===== src/rtl/iasf_consts.svh =====
// Offsets, field positions and reset values of the ack and status flag block.
`ifndef IASF_CONSTS_SVH
`define IASF_CONSTS_SVH

// Register byte offsets.
`define IASF_OFS_ENABLE   4'h0
`define IASF_OFS_STATUS   4'h4
`define IASF_OFS_TXHOLD   4'h8
`define IASF_OFS_RXHOLD   4'hC

// Field positions in the enable register.
`define IASF_BIT_TXE_IE   7
`define IASF_BIT_TXEND_IE 6
`define IASF_BIT_RXF_IE   5
`define IASF_BIT_ACKCHK   2
`define IASF_BIT_ACKRX    1
`define IASF_BIT_ACKTX    0

// Field positions in the status register.
`define IASF_BIT_TXE      7
`define IASF_BIT_TXEND    6
`define IASF_BIT_RXF      5

// Reset values.
`define IASF_RST_BIT      1'h0
`define IASF_RST_BYTE     8'h00

`endif


===== src/rtl/iasf_pkg.sv =====
// Types shared by the ack and status flag block.
package iasf_pkg;

	// One register bus request.
	typedef struct packed {
		logic [3:0] addr;
		logic [7:0] wdata;
		logic       wr;
		logic       rd;
	} iasf_bus_req_s;

	// One-cycle event pulses and levels from the serial shift engine.
	typedef struct packed {
		logic hold_to_shift;
		logic transmit_select_set;
		logic start_issued;
		logic slave_to_tx;
		logic ninth_rise;
		logic frame_done;
		logic rx_load;
		logic ack_sample;
		logic ack_in;
		logic ack_slot;
	} iasf_evt_s;

endpackage


===== src/rtl/iasf_top.sv =====
// Acknowledge control, status flags and interrupts of a two-mode serial unit.
// What this block does
// - Received nack halts transfer when checking enabled.
// - Transmit mode captures receiver ack, read-only.
// - Receive mode drives sent ack value in slot.
// - Holding-to-shift move sets transmit empty flag.
// - Transmit select or start also set it.
// - Slave receive-to-transmit switch sets it.
// - Read one then write zero clears it.
// - Holding register write clears empty and end.
// - I2C format: ninth clock rise with empty sets end.
// - Synchronous format: last bit out sets end.
// - Read one then write zero clears end.
// - Shift-to-receive-holding move sets full flag.
// - Read one then write zero clears full.
// - Reading receive holding register clears full.
// - Empty flag and enable request empty interrupt.
// - End flag and enable request end interrupt.
// - Full flag and enable request full interrupt.
//
// The implementer's own choices: the address map and the plain strobed port.
`timescale 1ns/100ps
`include "iasf_consts.svh"

module iasf_top (
	// Clock and reset.
	input  wire logic                   clk,
	input  wire logic                   rstn,
	// Register bus.
	input  wire iasf_pkg::iasf_bus_req_s bus_req,
	output logic [7:0]                  bus_rdata,
	// Serial shift engine.
	input  wire iasf_pkg::iasf_evt_s    evt,
	input  wire logic                   i2c_format,
	input  wire logic                   tx_mode,
	input  wire logic [7:0]             rx_byte,
	output logic [7:0]                  tx_byte,
	output logic                        tx_hold_full,
	output logic                        halt_transfer,
	output logic                        ack_bit_out,
	output logic                        ack_bit_oe,
	// Interrupts.
	output logic                        tx_empty_irq,
	output logic                        tx_end_irq,
	output logic                        rx_full_irq,
	output logic                        irq
);
	import iasf_pkg::*;

	// Interrupt enables and ack control written by software, and the received ack bit captured from the bus.
	logic       tx_empty_irq_enable_reg;
	logic       tx_end_irq_enable_reg;
	logic       rx_full_irq_enable_reg;
	logic       ack_check_enable_reg;
	logic       received_ack_bit_reg;
	logic       sent_ack_value_reg;

	// Status flags and their read-one arming.
	logic       transmit_buffer_empty_flag_reg;
	logic       transmit_end_flag_reg;
	logic       receive_buffer_full_flag_reg;
	logic [2:0] armed_reg;

	// Data holding and halt state.
	logic [7:0] txhold_reg;
	logic [7:0] rxhold_reg;
	logic [7:0] rdata_reg;
	logic       hfull_reg;
	logic       halt_reg;

	// Decoded strobes and flag update requests.
	logic       wr_en;
	logic       wr_st;
	logic       wr_tx;
	logic       rd_st;
	logic       rd_rx;
	logic       clr_tx_empty;
	logic       clr_tx_end;
	logic       clr_rx_full;
	logic       set_tx_empty;
	logic       set_tx_end;
	logic       set_rx_full;
	logic [7:0] enable_view;
	logic [7:0] status_view;

	// Address decode of the strobes.
	assign wr_en = bus_req.wr && bus_req.addr == `IASF_OFS_ENABLE;
	assign wr_st = bus_req.wr && bus_req.addr == `IASF_OFS_STATUS;
	assign wr_tx = bus_req.wr && bus_req.addr == `IASF_OFS_TXHOLD;
	assign rd_st = bus_req.rd && bus_req.addr == `IASF_OFS_STATUS;
	assign rd_rx = bus_req.rd && bus_req.addr == `IASF_OFS_RXHOLD;

	// Register images as software sees them; unheld bits read as zero.
	always_comb begin
		enable_view = `IASF_RST_BYTE;
		enable_view[`IASF_BIT_TXE_IE]   = tx_empty_irq_enable_reg;
		enable_view[`IASF_BIT_TXEND_IE] = tx_end_irq_enable_reg;
		enable_view[`IASF_BIT_RXF_IE]   = rx_full_irq_enable_reg;
		enable_view[`IASF_BIT_ACKCHK]   = ack_check_enable_reg;
		enable_view[`IASF_BIT_ACKRX]    = received_ack_bit_reg;
		enable_view[`IASF_BIT_ACKTX]    = sent_ack_value_reg;
		status_view = `IASF_RST_BYTE;
		status_view[`IASF_BIT_TXE]   = transmit_buffer_empty_flag_reg;
		status_view[`IASF_BIT_TXEND] = transmit_end_flag_reg;
		status_view[`IASF_BIT_RXF]   = receive_buffer_full_flag_reg;
	end

	// Flag set conditions from the shift engine.
	assign set_tx_empty = evt.hold_to_shift
		|| evt.transmit_select_set || evt.start_issued
		|| evt.slave_to_tx;
	assign set_tx_end = (i2c_format && evt.ninth_rise && transmit_buffer_empty_flag_reg)
		|| (!i2c_format && evt.frame_done);
	assign set_rx_full = evt.rx_load;

	// A zero written to an armed flag clears it; a one or an unarmed zero does not.
	assign clr_tx_empty = (wr_st && !bus_req.wdata[`IASF_BIT_TXE] && armed_reg[2])
		|| wr_tx;
	assign clr_tx_end = (wr_st && !bus_req.wdata[`IASF_BIT_TXEND] && armed_reg[1])
		|| wr_tx;
	assign clr_rx_full = (wr_st && !bus_req.wdata[`IASF_BIT_RXF] && armed_reg[0])
		|| rd_rx;

	// A status read arms each flag that it saw as one; a status write disarms all.
	always_ff @(posedge clk) begin
		if (!rstn) begin
			armed_reg <= 3'h0;
		end else if (rd_st) begin
			armed_reg <= armed_reg | status_view[7:5];
		end else if (wr_st) begin
			armed_reg <= 3'h0;
		end else begin
			armed_reg <= armed_reg & status_view[7:5];
		end
	end

	// Transmit empty flag; a set in the clearing cycle wins.
	always_ff @(posedge clk) begin
		if (!rstn) begin
			transmit_buffer_empty_flag_reg <= `IASF_RST_BIT;
		end else if (set_tx_empty) begin
			transmit_buffer_empty_flag_reg <= 1'h1;
		end else if (clr_tx_empty) begin
			transmit_buffer_empty_flag_reg <= 1'h0;
		end
	end

	// Transmit end flag; a set in the clearing cycle wins.
	always_ff @(posedge clk) begin
		if (!rstn) begin
			transmit_end_flag_reg <= `IASF_RST_BIT;
		end else if (set_tx_end) begin
			transmit_end_flag_reg <= 1'h1;
		end else if (clr_tx_end) begin
			transmit_end_flag_reg <= 1'h0;
		end
	end

	// Receive full flag; a set in the clearing cycle wins.
	always_ff @(posedge clk) begin
		if (!rstn) begin
			receive_buffer_full_flag_reg <= `IASF_RST_BIT;
		end else if (set_rx_full) begin
			receive_buffer_full_flag_reg <= 1'h1;
		end else if (clr_rx_full) begin
			receive_buffer_full_flag_reg <= 1'h0;
		end
	end

	// Software-written enable and ack control bits.
	always_ff @(posedge clk) begin
		if (!rstn) begin
			tx_empty_irq_enable_reg <= `IASF_RST_BIT;
			tx_end_irq_enable_reg   <= `IASF_RST_BIT;
			rx_full_irq_enable_reg  <= `IASF_RST_BIT;
			ack_check_enable_reg    <= `IASF_RST_BIT;
			sent_ack_value_reg      <= `IASF_RST_BIT;
		end else if (wr_en) begin
			tx_empty_irq_enable_reg <= bus_req.wdata[`IASF_BIT_TXE_IE];
			tx_end_irq_enable_reg   <= bus_req.wdata[`IASF_BIT_TXEND_IE];
			rx_full_irq_enable_reg  <= bus_req.wdata[`IASF_BIT_RXF_IE];
			ack_check_enable_reg    <= bus_req.wdata[`IASF_BIT_ACKCHK];
			sent_ack_value_reg      <= bus_req.wdata[`IASF_BIT_ACKTX];
		end
	end

	// Received ack bit: captured in transmit mode only, never written by software.
	always_ff @(posedge clk) begin
		if (!rstn) begin
			received_ack_bit_reg <= `IASF_RST_BIT;
		end else if (evt.ack_sample && tx_mode) begin
			received_ack_bit_reg <= evt.ack_in;
		end
	end

	// Halt request: a nack with checking on stops the next transfer until a
	// new byte or a new start restarts it.
	always_ff @(posedge clk) begin
		if (!rstn) begin
			halt_reg <= `IASF_RST_BIT;
		end else if (evt.ack_sample && tx_mode && ack_check_enable_reg && evt.ack_in) begin
			halt_reg <= 1'h1;
		end else if (wr_tx || evt.start_issued) begin
			halt_reg <= 1'h0;
		end
	end

	// Transmit holding register and its occupancy for the shift engine.
	always_ff @(posedge clk) begin
		if (!rstn) begin
			txhold_reg <= `IASF_RST_BYTE;
		end else if (wr_tx) begin
			txhold_reg <= bus_req.wdata;
		end
	end

	// The holding register counts as full from a software write until the move.
	always_ff @(posedge clk) begin
		if (!rstn) begin
			hfull_reg <= `IASF_RST_BIT;
		end else if (wr_tx) begin
			hfull_reg <= 1'h1;
		end else if (evt.hold_to_shift) begin
			hfull_reg <= 1'h0;
		end
	end

	// Receive holding register loaded from the shift register.
	always_ff @(posedge clk) begin
		if (!rstn) begin
			rxhold_reg <= `IASF_RST_BYTE;
		end else if (evt.rx_load) begin
			rxhold_reg <= rx_byte;
		end
	end

	// Read data, valid in the cycle after the read strobe only.
	always_ff @(posedge clk) begin
		if (!rstn) begin
			rdata_reg <= `IASF_RST_BYTE;
		end else if (bus_req.rd) begin
			case (bus_req.addr)
				`IASF_OFS_ENABLE: rdata_reg <= enable_view;
				`IASF_OFS_STATUS: rdata_reg <= status_view;
				`IASF_OFS_RXHOLD: rdata_reg <= rxhold_reg;
				default:          rdata_reg <= `IASF_RST_BYTE;
			endcase
		end else begin
			rdata_reg <= `IASF_RST_BYTE;
		end
	end

	// Outputs to the bus and the shift engine.
	assign bus_rdata     = rdata_reg;
	assign tx_byte       = txhold_reg;
	assign tx_hold_full  = hfull_reg;
	assign halt_transfer = halt_reg;

	// The ack level stands all the time; the enable opens it only in a receive slot.
	assign ack_bit_out   = sent_ack_value_reg;
	assign ack_bit_oe    = evt.ack_slot && !tx_mode;

	// Interrupt requests follow flag and enable as levels.
	assign tx_empty_irq = transmit_buffer_empty_flag_reg && tx_empty_irq_enable_reg;
	assign tx_end_irq   = transmit_end_flag_reg && tx_end_irq_enable_reg;
	assign rx_full_irq  = receive_buffer_full_flag_reg && rx_full_irq_enable_reg;
	assign irq          = tx_empty_irq || tx_end_irq || rx_full_irq;
endmodule // iasf_top


===== config.mk =====
export PLATFORM = sky130hd
export DESIGN_NAME = iasf_top
export DESIGN_NICKNAME = d
export VERILOG_FILES = /design/src/rtl/iasf_pkg.sv /design/src/rtl/iasf_top.sv
export VERILOG_INCLUDE_DIRS = /design/src /design/src/rtl
export SDC_FILE = /design/constraint.sdc
export NUM_CORES = 1
export LEC_CHECK = 0
export ABC_CLOCK_PERIOD_IN_PS = 3800
export BUFFER_PORTS_ARGS = -buffer_cell sky130_fd_sc_hd__buf_4
export CAP_MARGIN = 10
export CELL_PAD_IN_SITES_DETAIL_PLACEMENT = 0
export CELL_PAD_IN_SITES_GLOBAL_PLACEMENT = 1
export CORE_MARGIN = 8
export CORE_UTILIZATION = 38
export CTS_BUF_LIST = sky130_fd_sc_hd__clkbuf_16
export CTS_CLUSTER_DIAMETER = 40
export DETAILED_ROUTE_END_ITERATION = 10
export PLACE_DENSITY_LB_ADDON = 0.1
export SLEW_MARGIN = 20
export SYNTH_ARGS = -nofsm -noshare
export SYNTH_HDL_FRONTEND = slang
export SYNTH_SLANG_ARGS = --single-unit

===== constraint.sdc =====
create_clock -name clk -period 3.8 [get_ports clk]
set_clock_uncertainty 0.2 [all_clocks]
set_input_delay 0.19 -clock clk [delete_from_list [all_inputs] [get_ports clk]]
set_output_delay 0.19 -clock clk [all_outputs]
set_load 0.02 [all_outputs]

[After elaboration in Yosys (flattened, before gate mapping)]
Index checks and enable logic that the tools add are counted.
Storage, ports and cells
  word-level logic and storage cells: 76
  bits in registers: 38
  output and inout port bits: 24
Operators by class
  reductions and logical operators: 43
  bitwise logic cells: 2
  equal/unequal tests: 3
  mux-type cells: 13
Operators by type and width (number)
  $pmux W8 S3: 1
  $logic_and A1 B1 Y1: 21
  $logic_or A1 B1 Y1: 10
  $mux W1: 10
  $reduce_bool A2 Y1: 5
  $eq A4 B4 Y1 const B: 2
  $mux W3: 2
  $logic_not A1 Y1: 5
  $eq A4 B3 Y1 const B: 1
  $logic_not A4 Y1: 1
  $and A3 B3 Y3: 1
  $or A3 B3 Y3: 1
  $reduce_and A2 Y1: 1

[Depth between registers and ports, before layout]
Gate-level depths: netlist of the first run.
  depth in word-level cells: 7
  depth in mapped cells: 5
  depth with buffers taken out: 3

[Worst setup path after synthesis of the first run]
OpenSTA, ideal clock, no wires.
  path type: input to register
  start: in bus_req[11] (netlist bit)
  end: reg armed_reg[0]
  slack: 2.399 ns
  stages on the path: 5
  data required time: 3.475 ns
  arrival: 1.076 ns
  cell sequence: or3b_1 > buf_6 > buf_8 > o2111ai_1 > nand3_1
Between the ends
  word-level cells in the longest chain between the ends: 4
  elaborated cells on any way between the ends: 5
  those cells by class: eq/ne: 1; mux: 2; reduce/logical: 2
RTL lines
  from (decl): line iasf_top.sv:30  | input wire iasf_pkg::iasf_bus_req_s bus_req,
  $eq A4 B3 Y1 (*)
  $logic_and A1 B1 Y1 (no line)
  $mux W3: line iasf_top.sv:130  | end else if (wr_st) begin
  $mux W3 (*): line iasf_top.sv:128  | end else if (rd_st) begin
  to (signal assigned): line iasf_top.sv:129  | armed_reg <= armed_reg | status_view[7:5];
  to (signal assigned): line iasf_top.sv:133  | armed_reg <= armed_reg & status_view[7:5];
  to (decl): line iasf_top.sv:62  | logic [2:0] armed_reg;
Every way passes the cells marked *; elsewhere a longest branch is shown, timed or not.
A chain may end at the register's enable or synchronous reset.

[Worst setup path after layout of the first run]
  start: in bus_req[11] (netlist bit)
  end: reg transmit_buffer_empty_flag_reg
Between the ends
  word-level cells in the longest chain between the ends: 6
  elaborated cells on any way between the ends: 8
  those cells by class: eq/ne: 2; reduce/logical: 6
RTL lines
  $eq A4 B3 Y1
  $logic_and A1 B1 Y1 (no line)
  $logic_and A1 B1 Y1 (2 in series): line iasf_top.sv:117  | assign clr_tx_empty = (wr_st && !bus_req.wdata[`IASF_BIT_TXE] && armed_reg[2])
  $logic_or A1 B1 Y1 (*): line iasf_top.sv:117
  $reduce_bool A2 Y1 (no line) (*)
  to (signal assigned): line iasf_top.sv:140  | transmit_buffer_empty_flag_reg <= `IASF_RST_BIT;
  to (decl): line iasf_top.sv:59  | logic transmit_buffer_empty_flag_reg;
Marked as above.

==> results of run 1 <==
==> metrics by stage <==
step           hold slack, ns  total power (uW)
6_report             0.009705             888.4
5_1_grt               0.02023             930.0
4_1_cts              0.009220             898.3
3_5_place_dp           0.2570             518.9
3_3_place_gp           0.2466             515.7
2_1_floorplan          0.1366             473.9
==> critical path: cells and delay by family <==
kind                   cells  cell delay [ns]
AO/OA/AOI/OAI              2             0.61
buffers and inverters      1             0.13
AND/OR/NAND/NOR            1             0.80
==> final timing paths <==
path	start	depth (start not counted)	slack (ns)	endpoint
max	bus_req[11]	4	2.02	transmit_buffer_empty_flag_reg$_SDFFE_PN0P_
min	evt[7]	4	0.01	halt_transfer$_SDFFE_PN0P_
max reg2reg	transmit_buffer_empty_flag_reg$_SDFFE_PN0P_	3	2.58	bus_rdata[7]$_SDFF_PN0_
min reg2reg	rxhold_reg[7]$_SDFFE_PN0P_	2	0.26	bus_rdata[7]$_SDFF_PN0_
==> cell families after synthesis <==
family	after synthesis	synth area share, %
buffers and inverters	16	5.267
muxes	11	6.622
and+or+nand+nor	71	24.60
DFF	38	45.75
AOI/OAI and AO/OA	44	17.76
==> power by group <==
group / internal [uW] / switching [uW] / total (uW) / leakage [uW]
clock network: 233 / 137 / 370 / 0.0000632
logic: 53.9 / 45.8 / 99.7 / 0.000597
registers: 410 / 8.56 / 419 / 0.000309
total: 697 / 192 / 888 / 0.000970
==> area by class of cell <==
cell class	instances	area share, %
clock buffers	5	5.385
clock inverters	1	0.1616
inverters	3	0.4847
multi-input cells	126	35.06
flip-flops and latches	38	32.74
well taps	52	2.800
repair buffers	69	23.37
==> synth_stat cells (4+ instances only) <==
master	n	area, um2
dfxtp_1	38	760.7
nand3_1	26	130.1
o21ai_0	15	75.07
a21boi_0	13	97.59
nor2b_1	12	75.07
mux2i_1	11	110.1
clkbuf_1	6	22.52
and2_1	5	31.28
nand2_1	5	18.77
nor2_1	5	18.77
buf_2	4	20.02
or2_2	4	25.02
==> per-layer routing <==
layer	track usage (%)	up-vias	routed length (um)
met3	4.978	2	391
met5	0	-	0
met1	16.53	705	1921
met4	4.211	0	35
li1	-	769	-
met2	24.07	55	2301
==> summary.txt, run 1 <==
GRT
  – Vias in the first global route: 1,561
  – Global route overflow: 0
  – Largest net degree at the start of global routing: 35
  – First-pass GRT wire length: 7.383 mm
  – Initial antenna violation count: 0
  – Tot GR Track Use: 14.22%

Setup path
  – Slowest stage cell on the critical path: nor3b_2
  – Worst path cell trace: buf_4 > nor3b_2 > a21boi_0 > a32o_1
  – WP data arrival: 1.74 ns
  – Crit path kind: primary input to register
  – CP peak stage delay: 0.80 ns
  – Worst-path maximum fanout: 17
  – Startpoint types: primary input
  – Critical Path Sink Type: register
  – Worst path required time: 3.76 ns

Route
  – Via count: 1,531
  – DRT antenna net count: 0
  – # DRC: 0
  – Vias per std cell: 5.207
  – 1st-iter DRT viols: 40
  – Routed wire length per instance: 15.81 um
  – Pre-Repair DR Iteration Count: 4
  – Post-Route WL: 4.649 mm

Final layout
  – # diodes: 0
  – Layout cells sized above 1: 28.93%
  – Final #Nets: 279
  – Most common cell after layout, fill and taps aside: buf_4
  – Reg area: 760.7 um2
  – Fin area: 2323 um2
  – Layout Utilization: 54.11%
  – Final non-filler cell total: 294
  – Multi-input logic area: 814.5 um2
  – Filler instances: 402
  – Most frequent cells in the layout: 59 x buf_4, 38 x dfxtp_1, 26 x nand3_1, 15 x o21ai_0, 13 x a21boi_0
  – Area delta synth->final: 39.73%

Clock network
  – H-tree lvl count: 2
  – Clock Pin Slew Worst Setup and Hold Paths: 0.05 ns
  – CTS tree: built
  – Root buf cell: clkbuf_16
  – Clock sinks: 38
  – Post-CTS Hold Fix Bufs: 10
  – Total setup buffers inserted after CTS: 0
  – Clk_lat worst skew: 0.27 ns
  – PostCTS Resize Cnt: 0
  – Clk buf depth: 2
  – TritonCTS Buffers: 5

STA
  – Endpoints failing setup: 0
  – Setup TNS Final: 0 ns
  – RSZ-0062 raised after global routing: false
  – Max frequency: 561.1 MHz
  – Final worst slack: 2.018 ns
  – Final Max Tran Viols: 0
  – Period Utilization, post-route: 46.90%
  – Worst Max-Slew Pin Slew: 0.9902 ns
  – Rel. slew slack: 33.70%
  – Fin crit period: 1.782 ns
  – Final hold vios: 0

Synthesis
  – Most common flop cell mapped by yosys: dfxtp_1
  – Cells after synthesis: 180
  – Syn Nets: 216
  – Post-synth ARST share: 0%
  – Yosys cell types: 33
  – Mapped Avg Cell Area: 9.238 um2
  – Post-synth EDFFs: 0
  – Ys Warns: 0
  – Register area share after synthesis: 45.75%
  – Post-synthesis register bit count: 38
  – Post-Syn Area: 1663 um2

Placed design
  – Post-DP Area: 2095 um2
  – Hpwl dp: 3.454 mm
  – Dpl ws: 1.730 ns
  – # port buffers: 59
  – # placed instances: 278
  – Final GP Congestion: 0.7639

Floorplanning
  – I/O pin total: 60
  – DIE WIDTH: 82.15 um
  – Area of the die: 6749 um2
  – Initial core utilization: 38.72%
  – Row count: 24
  – Height of the chip: 82.15 um
  – Core area: 4294 um2

Flow run
  – Max cap viols: 0

Power and ir drop
  – Leakage: 0.0009696 uW
  – Max IR drop VDD: 0.2109 mV
  – Power density over the cells: 382.3 nW/um2

Min path
  – Worst hold path class: primary input to register

Outcome
  – Status: complete, no violations
(Power assumes the default switching activity.)
==> run 2: changes to the inputs <==
ABC_CLOCK_PERIOD_IN_PS = 1600   (was 3800)
CORE_UTILIZATION = 32   (was 38)
clock period = 1.6 ns   (was 3.8 ns; I/O delays follow)
==> run 2 against run 1 <==
  * The flow now finishes with violations (negative hold slack)
  * Non-clock buffer count increased by 24
  * Global-route usage shrank 1.3 points
  * Via count is 6.5% higher
  * Routed wire length grew 3.4%
  * Worst setup slack lost 2.0 ns
  * Hold slack worse by 0.0098 ns
  * Combinational power rose to 2.8 times the previous value
  * Total power up 150%
  * Clock-buffer cell count stayed put
  * Register-to-register slack got worse by 2.2 ns
  * Sequential cell count did not move
  * First-iteration DRC count rose by 110%
==> summary.txt, run 2 (synthesis gave the netlist of run 1 again) <==
Outcome
  – Status: complete, but fails checks
  – Failing checks: negative hold slack

Setup path
  – WP data arrival: 1.55 ns (-0.19 ns)
  – Critical Path Sink Type: register
  – Worst path required time: 1.57 ns (-2.19 ns)
  – Startpoint types: primary input
  – Crit path kind: primary input to register
  – Worst-path maximum fanout: 1 (-16)

Route
  – Post-Route WL: 4.805 mm (+3.4%)
  – Pre-Repair DR Iteration Count: 4 (unchanged)
  – # DRC: 0 (unchanged)
  – DRT antenna net count: 0 (unchanged)
  – Via count: 1,630 (+6.5%)
  – 1st-iter DRT viols: 83 (+110%)
  – Vias per std cell: 4.822 (-7.4%)
  – Routed wire length per instance: 14.22 um (-10%)

Placed design
  – Hpwl dp: 3.490 mm (+1.0%)
  – # port buffers: 59 (unchanged)
  – Final GP Congestion: 0.7579 (-0.79%)
  – Dpl ws: 0.03721 ns (-1.692 ns)

Flow run
  – Max cap viols: 0 (unchanged)

Min path
  – Worst hold path class: primary input to register

Floorplanning
  – Area of the die: 7759 um2 (+15%)
  – Row count: 26 (+8.3%)
  – Height of the chip: 88.09 um (+7.2%)
  – Initial core utilization: 32.77% (-6.0 points)
  – DIE WIDTH: 88.09 um (+7.2%)
  – I/O pin total: 60 (unchanged)
  – Core area: 5075 um2 (+18%)

Power and ir drop
  – Leakage: 0.001082 uW (+12%)
  – Max IR drop VDD: 0.3874 mV (+84%)
  – Power density over the cells: 849.4 nW/um2 (+120%)

STA
  – Worst Max-Slew Pin Slew: 0.5582 ns (-0.4320 ns)
  – Final hold vios: 1 (+1)
  – RSZ-0062 raised after global routing: false
  – Final Max Tran Viols: 0 (unchanged)
  – Max frequency: 634.0 MHz
  – Rel. slew slack: 62.79% (+29 points)
  – Setup TNS Final: 0 ns (unchanged)
  – Fin crit period: 1.577 ns
  – Hold slack: -0.00008091 ns (-0.009785 ns)
  – Period Utilization, post-route: 98.58%
  – Final worst slack: 0.02266 ns (-1.995 ns)
  – Endpoints failing setup: 0 (unchanged)

Final layout
  – # diodes: 0 (unchanged)
  – Area delta synth->final: 55.46%
  – Most frequent cells in the layout: 64 x buf_4, 38 x dfxtp_1, 29 x dlygate4sd3_1, 26 x nand3_1, 15 x o21ai_0
  – Final #Nets: 303 (+8.6%)
  – Layout cells sized above 1: 28.73% (-0.19 points)
  – Most common cell after layout, fill and taps aside: buf_4

Clock network
  – Clk buf depth: 2 (unchanged)
  – Clk_lat worst skew: 0.27 ns (about the same)
  – H-tree lvl count: 2 (unchanged)
  – Clock Pin Slew Worst Setup and Hold Paths: 0.05 ns (about the same)
  – CTS tree: built
  – Root buf cell: clkbuf_16
  – Clock sinks: 38 (unchanged)
  – TritonCTS Buffers: 5 (unchanged)

GRT
  – Vias in the first global route: 1,727 (+11%)
  – Tot GR Track Use: 12.94% (-1.3 points)
  – Largest net degree at the start of global routing: 35 (unchanged)
  – First-pass GRT wire length: 7.886 mm (+6.8%)
  – Global route overflow: 0 (unchanged)
  – Initial antenna violation count: 0 (unchanged)
==> run 2: final cells by class <==
class,instances,area [um2]
clock buffers,5,125.1
clock inverters,3,12.51
fillers,537,2490
inverters,3,11.26
multi-input cells,126,817.0
flip-flops and latches,38,760.7
well taps,70,87.58
repair buffers,93,770.7
==> run 2: what timing repair did <==
| item | 4_1_cts | 5_1_grt |
|---|---|---|
| resized for setup | 0 | 1 |
| hold buffers | 29 | 0 |
| setup buffers | 0 | 0 |
| hold endpoints to repair | 30 | 0 |
| setup endpoints to repair | 0 | 1 |
==> run 2: report_power, final <==
group / internal [uW] / leakage (uW) / switching [uW]
combinational: 166 / 0.000700 / 117
clock: 562 / 0.0000724 / 357
sequential: 974 / 0.000309 / 19.8
==> run 2: final timing paths <==
kind,slack (ns),endpoint,depth (start not counted),startpoint
setup / recovery,0.02,transmit_buffer_empty_flag_reg$_SDFFE_PN0P_,4,evt[8]
hold / removal,-0.00008,transmit_end_flag_reg$_SDFFE_PN0P_,4,evt[4]
setup reg to reg,0.38,bus_rdata[7]$_SDFF_PN0_,3,transmit_buffer_empty_flag_reg$_SDFFE_PN0P_
hold reg to reg,0.25,bus_rdata[7]$_SDFF_PN0_,2,rxhold_reg[7]$_SDFFE_PN0P_
==> run 2: through the flow <==
| step | utilization [%] | hold WS (ns) | cell area [um2] | power (uW) | instances |
|---|---|---|---|---|---|
| 2_1_floorplan | - | 0.02659 | 1663 | 1126 | 180 |
| 3_3_place_gp | 42.46 | 0.1404 | 2155 | 1238 | 301 |
| 3_5_place_dp | 42.46 | 0.1464 | 2155 | 1242 | 301 |
| 4_1_cts | 50.89 | 0.001420 | 2582 | 2229 | 338 |
| 5_1_grt | 50.94 | 0.02628 | 2585 | 2297 | 338 |
| 6_report | 50.94 | -0.00008091 | 2585 | 2196 | 338 |
==> run 2: per-layer routing <==
metal	GRT usage, %	share of wire, %
met1	14.42	45
met2	21.96	47
met3	4.034	6.0
met4	5.991	1.5
met5	0	0
==> run 2: worst max-delay path, stage by stage <==
cell and delay (ns):
dlygate4sd3_1 0.54, buf_4 0.13, or4_1 0.56, a32o_1 0.23
